<file path="config.mk">
export PLATFORM = sky130hd
export DESIGN_NAME = ppo_port_override
export DESIGN_NICKNAME = d
export VERILOG_FILES = /design/src/ppo_pkg.sv /design/src/ppo_ovr_if.sv /design/src/ppo_ovr_gen.sv /design/src/ppo_pin_cell.sv /design/src/ppo_port_override.sv
export SDC_FILE = /design/constraint.sdc
export NUM_CORES = 1
export LEC_CHECK = 0
export BUFFER_PORTS_ARGS = -buffer_cell sky130_fd_sc_hd__buf_2
export CORE_UTILIZATION = 45
export DETAILED_ROUTE_END_ITERATION = 10
export PLACE_DENSITY = 0.88
export SLEW_MARGIN = 20
export SYNTH_ARGS = -nofsm -noshare
export SYNTH_HDL_FRONTEND = slang
export SYNTH_SLANG_ARGS = --single-unit
export TNS_END_PERCENT = 10
</file>
<file path="constraint.sdc">
create_clock -name CLK -period 2.5 [get_ports CLK]
set_input_delay 0.375 -clock CLK [delete_from_list [all_inputs] [get_ports CLK]]
set_output_delay 0.375 -clock CLK [all_outputs]
set_load 0.005 [all_outputs]
</file>
<file path="src/ppo_pkg.sv">
// constants and types shared by the port override block
package ppo_pkg;

  // ********************************************************
  // widths
  // ********************************************************
  localparam int PORT_W = 8;
  localparam int PIN_N = 16;
  localparam int PB_BASE = 8;

  // ********************************************************
  // second port alternate-function bit positions
  // ********************************************************
  localparam int SCK_BIT = 7;
  localparam int MST_IN_BIT = 6;
  localparam int MST_OUT_BIT = 5;
  localparam int SEL_BIT = 4;
  localparam int CMP_NEG_BIT = 3;
  localparam int CMP_POS_BIT = 2;
  localparam int CNT16_BIT = 1;
  localparam int CNT8_BIT = 0;

  // ********************************************************
  // reset values
  // ********************************************************
  localparam logic [PORT_W-1:0] PORT_RST = 8'h00;
  localparam logic [PIN_N-1:0] PINS_RST = 16'h0000;
  localparam logic BIT_RST = 1'h0;
  localparam logic [1:0] RST_SYNC_RST = 2'h0;

  typedef logic [PORT_W-1:0] ppo_byte_t;
  typedef logic [PIN_N-1:0] ppo_pins_t;

endpackage

</file>
<file path="src/ppo_ovr_if.sv">
// override signal bundle between generator and pin resolver
`timescale 1ns/1ps
interface ppo_ovr_if;
  import ppo_pkg::*;
  ppo_pins_t pullup_override_enable;
  ppo_pins_t pullup_override_value;
  ppo_pins_t dir_override_enable;
  ppo_pins_t dir_override_value;
  ppo_pins_t value_override_enable;
  ppo_pins_t value_override_value;

  modport gen (
    output pullup_override_enable,
    output pullup_override_value,
    output dir_override_enable,
    output dir_override_value,
    output value_override_enable,
    output value_override_value
  );

  modport sink (
    input pullup_override_enable,
    input pullup_override_value,
    input dir_override_enable,
    input dir_override_value,
    input value_override_enable,
    input value_override_value
  );
endinterface

</file>
<file path="src/ppo_ovr_gen.sv">
// override signal generation for both ports
`timescale 1ns/1ps
module ppo_ovr_gen (
  // port registers
  input wire ppo_pkg::ppo_pins_t pin_out_bit,
  input wire logic global_pullup_off,
  // memory interface
  input wire logic ext_mem_enable,
  input wire logic addr_phase_active,
  input wire logic wr_strobe,
  input wire ppo_pkg::ppo_byte_t mem_addr_lo,
  input wire ppo_pkg::ppo_byte_t mem_dout,
  // serial interface and counter
  input wire logic spi_en,
  input wire logic spi_master,
  input wire logic spi_sck_out,
  input wire logic spi_master_out,
  input wire logic spi_slave_out,
  input wire logic cnt8_match_en,
  input wire logic cnt8_match_out,
  // overrides
  ppo_ovr_if.gen ovr
);
  import ppo_pkg::*;

  logic bus_busy;
  logic slv;
  logic mst;

  assign bus_busy = wr_strobe | addr_phase_active;
  assign slv = spi_en & ~spi_master;
  assign mst = spi_en & spi_master;

  always_comb begin
    ovr.pullup_override_enable = '0;
    ovr.pullup_override_value = '0;
    ovr.dir_override_enable = '0;
    ovr.dir_override_value = '0;
    ovr.value_override_enable = '0;
    ovr.value_override_value = '0;
    // ********************************************************
    // first port: address and data lines
    // ********************************************************
    for (int i = 0; i < PORT_W; i++) begin
      ovr.pullup_override_enable[i] = ext_mem_enable;
      ovr.pullup_override_value[i] = ~bus_busy & pin_out_bit[i];
      ovr.dir_override_enable[i] = ext_mem_enable;
      ovr.dir_override_value[i] = bus_busy;
      ovr.value_override_enable[i] = ext_mem_enable;
      ovr.value_override_value[i] = (mem_addr_lo[i] & addr_phase_active) | (mem_dout[i] & wr_strobe);
    end
    // ********************************************************
    // second port: serial interface pins
    // ********************************************************
    ovr.pullup_override_enable[PB_BASE+SCK_BIT] = slv;
    ovr.dir_override_enable[PB_BASE+SCK_BIT] = slv;
    ovr.value_override_enable[PB_BASE+SCK_BIT] = mst;
    ovr.value_override_value[PB_BASE+SCK_BIT] = spi_sck_out;
    ovr.pullup_override_enable[PB_BASE+MST_IN_BIT] = mst;
    ovr.dir_override_enable[PB_BASE+MST_IN_BIT] = mst;
    ovr.value_override_enable[PB_BASE+MST_IN_BIT] = slv;
    ovr.value_override_value[PB_BASE+MST_IN_BIT] = spi_slave_out;
    ovr.pullup_override_enable[PB_BASE+MST_OUT_BIT] = slv;
    ovr.dir_override_enable[PB_BASE+MST_OUT_BIT] = slv;
    ovr.value_override_enable[PB_BASE+MST_OUT_BIT] = mst;
    ovr.value_override_value[PB_BASE+MST_OUT_BIT] = spi_master_out;
    ovr.pullup_override_enable[PB_BASE+SEL_BIT] = slv;
    ovr.dir_override_enable[PB_BASE+SEL_BIT] = slv;
    for (int b = SEL_BIT; b <= SCK_BIT; b++) begin
      ovr.pullup_override_value[PB_BASE+b] = pin_out_bit[PB_BASE+b] & ~global_pullup_off;
    end
    // ********************************************************
    // second port: compare output
    // ********************************************************
    ovr.value_override_enable[PB_BASE+CNT8_BIT] = cnt8_match_en;
    ovr.value_override_value[PB_BASE+CNT8_BIT] = cnt8_match_out;
  end

endmodule

</file>
<file path="src/ppo_pin_cell.sv">
// per-pin resolution of override and register controls
`timescale 1ns/1ps
module ppo_pin_cell (
  // port registers
  input wire ppo_pkg::ppo_pins_t pin_dir_bit,
  input wire ppo_pkg::ppo_pins_t pin_out_bit,
  input wire logic global_pullup_off,
  // overrides
  ppo_ovr_if.sink ovr,
  // pad controls
  output ppo_pkg::ppo_pins_t nxt_pad_out,
  output ppo_pkg::ppo_pins_t nxt_pad_oe,
  output ppo_pkg::ppo_pins_t nxt_pullup
);
  import ppo_pkg::*;

  genvar g;
  generate
    for (g = 0; g < PIN_N; g++) begin : g_pin
      assign nxt_pullup[g] = ovr.pullup_override_enable[g] ? ovr.pullup_override_value[g]
                           : ({pin_dir_bit[g], pin_out_bit[g], global_pullup_off} == 3'h2);
      assign nxt_pad_oe[g] = ovr.dir_override_enable[g] ? ovr.dir_override_value[g] : pin_dir_bit[g];
      assign nxt_pad_out[g] = ovr.value_override_enable[g] ? ovr.value_override_value[g]
                            : pin_out_bit[g];
    end
  endgenerate

endmodule

</file>
<file path="src/ppo_port_override.sv">
// top of the two-port alternate function override block
// Function
// a set global pull-up disable turns off every register-controlled pull-up, even with direction 0 and output 1.
// first port pin n carries memory address and data bit n.
// with external memory on, upper first-port pins drive during address phase or write, address then data.
// lower first-port pins use the same scheme, pull-up only when idle and output bit set, input feeds data in.
// the address-active term is high exactly while the memory interface puts the address on the pins.
// serial clock pin is forced to input in slave mode and follows its direction bit in master mode.
// master-input pin is forced to input in master mode and follows its direction bit in slave mode.
// master-output pin is forced to input in slave mode and follows its direction bit in master mode.
// select pin is input in slave mode and the serial slave is active only while it is low.
// a pin forced to input by the serial interface keeps its pull-up under its output bit.
// software sets both comparator pins as inputs with pull-ups off.
// second-port bit 1 feeds the 16-bit counter, bit 0 feeds the 8-bit counter and can drive its match output.
// a pull-up override selects the override value, else pull-up is on for direction, output, disable of 0b010.
// a direction override selects the override value for the driver, else the direction bit does.
// a value override on a driven pin drives the override value instead of the output bit.
// owners supply overrides combinationally and the register path applies when no override is set.
`timescale 1ns/1ps
module ppo_port_override (
  // clock, reset, enable
  input wire logic CLK,
  input wire logic RSTN,
  input wire logic CE,
  // port registers
  input wire logic GLOBAL_PULLUP_OFF,
  input wire ppo_pkg::ppo_byte_t PA_DIR_BIT,
  input wire ppo_pkg::ppo_byte_t PA_OUT_BIT,
  input wire ppo_pkg::ppo_byte_t PB_DIR_BIT,
  input wire ppo_pkg::ppo_byte_t PB_OUT_BIT,
  // external memory interface
  input wire logic EXT_MEM_ENABLE,
  input wire logic ADDR_PHASE_ACTIVE,
  input wire logic WR_STROBE,
  input wire ppo_pkg::ppo_byte_t MEM_ADDR_LO,
  input wire ppo_pkg::ppo_byte_t MEM_DOUT,
  output ppo_pkg::ppo_byte_t MEM_DIN,
  // serial interface
  input wire logic SPI_EN,
  input wire logic SPI_MASTER,
  input wire logic SPI_SCK_OUT,
  input wire logic SPI_MASTER_OUT,
  input wire logic SPI_SLAVE_OUT,
  output logic SPI_SCK_IN,
  output logic SPI_MASTER_IN,
  output logic SPI_SLAVE_IN,
  output logic SPI_SELECT_N,
  output logic SPI_SLAVE_ACTIVE,
  // counters
  input wire logic CNT8_MATCH_EN,
  input wire logic CNT8_MATCH_OUT,
  output logic CNT8_EXT_COUNT_IN,
  output logic CNT16_EXT_COUNT_IN,
  // pin state readback
  output ppo_pkg::ppo_byte_t PA_PIN_STATE,
  output ppo_pkg::ppo_byte_t PB_PIN_STATE,
  // first port pads
  input wire ppo_pkg::ppo_byte_t PA_PAD_IN,
  output ppo_pkg::ppo_byte_t PA_PAD_OUT,
  output ppo_pkg::ppo_byte_t PA_PAD_OE,
  output ppo_pkg::ppo_byte_t PA_PULLUP,
  // second port pads
  input wire ppo_pkg::ppo_byte_t PB_PAD_IN,
  output ppo_pkg::ppo_byte_t PB_PAD_OUT,
  output ppo_pkg::ppo_byte_t PB_PAD_OE,
  output ppo_pkg::ppo_byte_t PB_PULLUP
);
  import ppo_pkg::*;

  // ********************************************************
  // reset release
  // ********************************************************
  logic [1:0] rst_sync_ff;
  logic rst_n;

  always_ff @(posedge CLK or negedge RSTN) begin
    if (!RSTN) begin
      rst_sync_ff <= RST_SYNC_RST;
    end else begin
      rst_sync_ff <= {rst_sync_ff[0], 1'h1};
    end
  end

  assign rst_n = rst_sync_ff[1];

  // ********************************************************
  // override generation and pin resolution
  // ********************************************************
  ppo_ovr_if ovr_bus ();

  ppo_pins_t dir_bits;
  ppo_pins_t out_bits;
  ppo_pins_t pad_in;
  ppo_pins_t nxt_pad_out;
  ppo_pins_t nxt_pad_oe;
  ppo_pins_t nxt_pullup;

  assign dir_bits = {PB_DIR_BIT, PA_DIR_BIT};
  assign out_bits = {PB_OUT_BIT, PA_OUT_BIT};
  assign pad_in = {PB_PAD_IN, PA_PAD_IN};

  ppo_ovr_gen u_gen (
    .pin_out_bit(out_bits),
    .global_pullup_off(GLOBAL_PULLUP_OFF),
    .ext_mem_enable(EXT_MEM_ENABLE),
    .addr_phase_active(ADDR_PHASE_ACTIVE),
    .wr_strobe(WR_STROBE),
    .mem_addr_lo(MEM_ADDR_LO),
    .mem_dout(MEM_DOUT),
    .spi_en(SPI_EN),
    .spi_master(SPI_MASTER),
    .spi_sck_out(SPI_SCK_OUT),
    .spi_master_out(SPI_MASTER_OUT),
    .spi_slave_out(SPI_SLAVE_OUT),
    .cnt8_match_en(CNT8_MATCH_EN),
    .cnt8_match_out(CNT8_MATCH_OUT),
    .ovr(ovr_bus.gen)
  );

  ppo_pin_cell u_cell (
    .pin_dir_bit(dir_bits),
    .pin_out_bit(out_bits),
    .global_pullup_off(GLOBAL_PULLUP_OFF),
    .ovr(ovr_bus.sink),
    .nxt_pad_out(nxt_pad_out),
    .nxt_pad_oe(nxt_pad_oe),
    .nxt_pullup(nxt_pullup)
  );

  // ********************************************************
  // pad control registers
  // ********************************************************
  ppo_pins_t pad_out_ff;
  ppo_pins_t pad_oe_ff;
  ppo_pins_t pullup_ff;

  always_ff @(posedge CLK or negedge rst_n) begin
    if (!rst_n) begin
      pad_out_ff <= PINS_RST;
    end else if (CE) begin
      pad_out_ff <= nxt_pad_out;
    end
  end

  always_ff @(posedge CLK or negedge rst_n) begin
    if (!rst_n) begin
      pad_oe_ff <= PINS_RST;
    end else if (CE) begin
      pad_oe_ff <= nxt_pad_oe;
    end
  end

  always_ff @(posedge CLK or negedge rst_n) begin
    if (!rst_n) begin
      pullup_ff <= PINS_RST;
    end else if (CE) begin
      pullup_ff <= nxt_pullup;
    end
  end

  assign PA_PAD_OUT = pad_out_ff[PORT_W-1:0];
  assign PB_PAD_OUT = pad_out_ff[PIN_N-1:PB_BASE];
  assign PA_PAD_OE = pad_oe_ff[PORT_W-1:0];
  assign PB_PAD_OE = pad_oe_ff[PIN_N-1:PB_BASE];
  assign PA_PULLUP = pullup_ff[PORT_W-1:0];
  assign PB_PULLUP = pullup_ff[PIN_N-1:PB_BASE];

  // ********************************************************
  // pin state readback
  // ********************************************************
  ppo_pins_t pin_state_ff;

  always_ff @(posedge CLK or negedge rst_n) begin
    if (!rst_n) begin
      pin_state_ff <= PINS_RST;
    end else if (CE) begin
      pin_state_ff <= pad_in;
    end
  end

  assign PA_PIN_STATE = pin_state_ff[PORT_W-1:0];
  assign PB_PIN_STATE = pin_state_ff[PIN_N-1:PB_BASE];

  // ********************************************************
  // memory data input
  // ********************************************************
  ppo_byte_t mem_din_ff;

  always_ff @(posedge CLK or negedge rst_n) begin
    if (!rst_n) begin
      mem_din_ff <= PORT_RST;
    end else if (CE) begin
      mem_din_ff <= PA_PAD_IN;
    end
  end

  assign MEM_DIN = mem_din_ff;

  // ********************************************************
  // serial interface inputs
  // ********************************************************
  logic sck_in_ff;
  logic mst_in_ff;
  logic slv_in_ff;
  logic sel_n_ff;
  logic slv_active_ff;

  always_ff @(posedge CLK or negedge rst_n) begin
    if (!rst_n) begin
      sck_in_ff <= BIT_RST;
      mst_in_ff <= BIT_RST;
      slv_in_ff <= BIT_RST;
    end else if (CE) begin
      sck_in_ff <= PB_PAD_IN[SCK_BIT];
      mst_in_ff <= PB_PAD_IN[MST_IN_BIT];
      slv_in_ff <= PB_PAD_IN[MST_OUT_BIT];
    end
  end

  always_ff @(posedge CLK or negedge rst_n) begin
    if (!rst_n) begin
      sel_n_ff <= 1'h1;
      slv_active_ff <= BIT_RST;
    end else if (CE) begin
      sel_n_ff <= PB_PAD_IN[SEL_BIT];
      slv_active_ff <= SPI_EN & ~SPI_MASTER & ~PB_PAD_IN[SEL_BIT];
    end
  end

  assign SPI_SCK_IN = sck_in_ff;
  assign SPI_MASTER_IN = mst_in_ff;
  assign SPI_SLAVE_IN = slv_in_ff;
  assign SPI_SELECT_N = sel_n_ff;
  assign SPI_SLAVE_ACTIVE = slv_active_ff;

  // ********************************************************
  // counter inputs
  // ********************************************************
  logic cnt8_in_ff;
  logic cnt16_in_ff;

  always_ff @(posedge CLK or negedge rst_n) begin
    if (!rst_n) begin
      cnt8_in_ff <= BIT_RST;
      cnt16_in_ff <= BIT_RST;
    end else if (CE) begin
      cnt8_in_ff <= PB_PAD_IN[CNT8_BIT];
      cnt16_in_ff <= PB_PAD_IN[CNT16_BIT];
    end
  end

  assign CNT8_EXT_COUNT_IN = cnt8_in_ff;
  assign CNT16_EXT_COUNT_IN = cnt16_in_ff;

endmodule

</file>
# After elaboration in Yosys (flattened, before gate mapping)
# Cells that the tools add are included.
[word_totals]
input_bits = 78
output_inout_bits = 79
elab_cells = 109
regBits = 81
[classes]
n_mux = 36
eq_ne = 16
bitwise = 44
[ops]
columns = ["op", "count"]
rows = [
  ["$eq 3x2->1 const B", 16],
  ["$mux 1", 36],
  ["$and 1x1->1", 31],
  ["$or 1x1->1", 9],
  ["$not 1->1", 4],
]

# Longest topological paths before layout
[depth]
ltp_word = 4
mapped_depth = 5
mapped_depth_nobuf = 3

# By module
# From an unflattened synthesis, not the netlist that was laid out.
[hier_totals]
hier_cells = 361
area_unflattened_um2 = 4236.6
[by_module_without_submodules]
columns = ["module", "seq_area_each_um2", "cells_per_inst", "instances", "area_each_um2"]
rows = [
  ["ppo_port_override", 1702.9, 159, 1, 2688.8],
  ["ppo_ovr_gen", 0.0, 104, 1, 849.6],
  ["ppo_pin_cell", 0.0, 98, 1, 698.2],
]

# Least setup slack after synthesis
# No wires, ideal clock.
[synth_timing]
path_kind = "input to register"
startpoint = "in WR_STROBE"
endpoint = "reg pad_oe_ff[6]"
setup_time_ns = 0.121
n_path_buf = 2
required_time_ns = 2.379
arrival_ns = 1.044
cell_stages = 5
slack_ns = 1.335
cell_sequence = "buf_2 > o21ai_2 > nand2_2 > buf_6 > o22a_1"
[synth_between]
elab_chain_cells = 2
[synth_lines]
columns = ["element", "line_no", "rtl"]
rows = [
  ["from (decl)", "ppo_port_override.sv:34", "input wire logic WR_STROBE,"],
  ["$or 1x1->1", "ppo_ovr_gen.sv:30", "assign bus_busy = wr_strobe | addr_phase_active;"],
  ["$mux 1", "ppo_pin_cell.sv:22", "assign nxt_pad_oe[g] = ovr.dir_override_enable[g] ? ovr.dir_override_value[g] : pin_dir_bit[g];"],
  ["to (signal assigned)", "ppo_port_override.sv:149", "pad_oe_ff <= nxt_pad_oe;"],
  ["to (decl)", "ppo_port_override.sv:134", "ppo_pins_t pad_oe_ff;"],
]
# Every way passes these cells.
# A chain may end at the register's enable or synchronous reset.

# Final worst setup path
[layout_timing]
startpoint = "reg sel_n_ff (netlist: SPI_SELECT_N)"
endpoint = "out SPI_SELECT_N"
[layout_rtl]
columns = ["element", "line_no", "rtl"]
rows = [
  ["from (decl)", "ppo_port_override.sv:205", "logic sel_n_ff;"],
  ["from (signal assigned)", "ppo_port_override.sv:225", "sel_n_ff <= PB_PAD_IN[SEL_BIT];"],
  ["to (decl)", "ppo_port_override.sv:47", "output logic SPI_SELECT_N,"],
]
# No word-level cell between the ends.

==> flow_summary.yaml <==
status:
  status: "finished clean"
timing:
  hold_violations: 0
  finalCriticalPeriod_ns: 1.34
  fin_crit_sh_pct: 53.7
  max_slew.worst_pin.slew_ns: 0.834
  fmax_ghz: 0.745
  drv_slew: 0
  skew_ns: 0.00745
  setup_viol: 0
  tns_ns: 0
  rsz0062_at_grt: "false"
  relSlewSlack_pct: 44.4
clocking:
  cts_root_buf: "clkbuf_8"
  clock_latency_ns: 0.34
  htree_levels: 3
  cts_tree: "done"
  cts_resized: 0
  clk_path_buf_depth: 2
  clock_sinks: 68
  cts.clk_slew.worst_paths_ns: 0.08
  cts_buffers: 9
synth:
  ys_ff_latch: 68
  synth_top_area_share_pct: 56.1
  synth-async-reset-ratio_pct: 100
  yosys.area_share.simple_pct: 6.57
  syn_avg_cell_area_um2: 11.7
  synth_largest_area_cell: "dfrtp_1"
  synth_top_family_by_area: "multiplexers"
  seq_area_frac_synth_pct: 57.0
  synth_ff_type: "dfrtp_1"
  synthMuxAreaShare_pct: 13.4
  synth_xor_area_share_pct: 0
  synth_edf_count: 0
  synth_common_cells: "dfrtp_1, mux2_2, inv_1, o21ai_0, o22ai_1"
  syn_area_um2: 2990
  synth.area.top_cells: "dfrtp_1, mux2_2, o22ai_1"
  synth_fp_nets: 334
  yosys_warnings: 0
  synth_most_common_cell: "dfrtp_1"
  synth_fa_ha_area_share_pct: 0
  synthDistinctLibCells: 25
  synth_compound_area_share_pct: 13.2
  syn_inst: 256
grt:
  grt_pass1_wl_um: 11300
  grt_pass1_vias: 2330
  antenna_found_initial: 0
  grt.overflow.total: 0
  grt_use_total_pct: 20.6
  grt_max_degree: 67
detailed_routing:
  wl_per_cell_um: 14.7
  antenna_left: 0
  dr.pass1.iters: 4
  drt-total-wl_um: 7090
  detail_route.vias_per_cell: 5.02
  drtIter0Drc: 52
  drc: 0
  vias: 2416
worst_setup_path:
  crit_arrival_ns: 0.97
  critPathRequiredTime_ns: 2.12
  cp_max_fo: 2
  cp_cell_sequence: "buf_2"
  critPathMaxStageDelay_ns: 0.53
  slowest_stage: "dfstp_2"
  setup.worst_path.start_class: "flop"
  cp_top_family: "flip-flops"
  critPathKind: "flop to output port"
  path_buf_inv: 1
  end_kind: "output port"
final_layout:
  multi_input_area_um2: 996
  n_antenna_cell: 0
  drive_above_1_share_pct: 52.5
  nFillCells: 545
  fin_util_pct: 61.5
  nNetsFinal: 477
  area_growth_syn_to_layout_pct: 31.4
  ff_latch_area_um2: 1700
pwr:
  powerDensity_nw_per_um2: 685
  p_leak_nw: 2.00
  vdd_drop_max_uv: 412
floorplanning:
  num_rows: 29
  coreArea_um2: 6390
  die_w_um: 83.5
  initial_core_util_pct: 46.8
  die_y_um: 83.5
  ios: 157
  die_area_um2: 6970
place:
  gp_congestion: 0.810
  hpwlAfterDp_um: 5100
  portBuffers: 156
run:
  maxCapViolations: 0
min_path:
  hold_path.class: "primary input to flop"
-- through the flow --
stage               cells  setup WS (ns)  power [W]  hold WS, ns  area (um^2)
global placement      464           1.07    0.00169        0.162         3690
finish                481           1.16    0.00269        0.259         3930
global route          481           1.13    0.00282        0.249         3930
detailed placement    464           1.03    0.00171        0.164         3690
CTS                   481           1.14    0.00272        0.243         3930
floorplan             256          0.468    0.00151       0.0794         2990
-- what timing repair did --
item | 4_1_cts | 5_1_grt
setup buffers | 0 | 0
setup endpoints to repair | 0 | 0
hold buffers | 1 | 0
endpoints found under the hold margin | 2 | 0
-- metal layers --
layer | share of wire (%) | wire length (um) | vias up | global-route usage [%]
met5 | 0 | 0 | - | 0
met2 | 51 | 3640 | 91 | 36.1
met4 | 1.9 | 136 | 0 | 8.78
met3 | 5.8 | 409 | 13 | 4.06
met1 | 41 | 2910 | 1154 | 24.8
li1 | - | - | 1158 | -
-- logic make-up (layout without fill, tap and decap cells) --
kind of cell           count (synthesis)  count (layout)
AO/OA/AOI/OAI                         62              62
buffers and inverters                 52             200
flip-flops                            68              68
multiplexers                          36              36
other                                  1               1
AND/OR/NAND/NOR                       37              37
-- registers in the layout, indices dropped and copies added (netlist names) --
register	cells
SPI_SELECT_N	1
SPI_SLAVE_ACTIVE	1
pad_oe_ff	16
pad_out_ff	16
pin_state_ff	16
pullup_ff	16
rst_sync_ff	2
-- layout make-up --
type | count | share of cell area [%]
Clock inverter | 6 | 2.23
Sequential cell | 68 | 43.4
Multi-Input combinational cell | 136 | 25.4
Clock buffer | 10 | 3.50
Tap cell | 77 | 2.45
Inverter | 23 | 2.20
Timing Repair Buffer | 161 | 20.9
-- power by group --
part	leakage [nW]	switching [W]	internal [W]
clock	0.105	0.000423	0.000587
sequential	0.819	0.0000531	0.00120
combinational	1.07	0.000202	0.000222
-- layout by cell type, fill, tap and decap left out, drive strengths merged, types with 3 or more instances in the layout --
master,instances
nand3,3
buf,160
a21oi,7
nor2b,8
nor3b,4
a221oi,8
dfrtp,67
nor2,13
o22ai,17
o21ai,22
o22a,8
clkbuf,10
inv,23
nand2,3
mux2i,4
nand2b,4
clkinvlp,3
mux2,32
-- final timing paths --
path / cells after the start / start / slack, ns / end
min in group asynchronous: 2 / RSTN / 0.37 / rst_sync_ff[0]
hold reg to reg: 0 / rst_sync_ff[0] / 0.36 / rst_sync_ff[1]
setup reg to reg: 1 / rst_sync_ff[1] / 1.50 / pad_out_ff[4]
hold / removal: 2 / PA_PAD_IN[1] / 0.26 / pin_state_ff[1]
max in group asynchronous: 1 / rst_sync_ff[1] / 1.50 / pad_out_ff[4]
setup / recovery: 1 / SPI_SELECT_N / 1.16 / SPI_SELECT_N
Note: power is estimated with default switching activity, not from simulation.
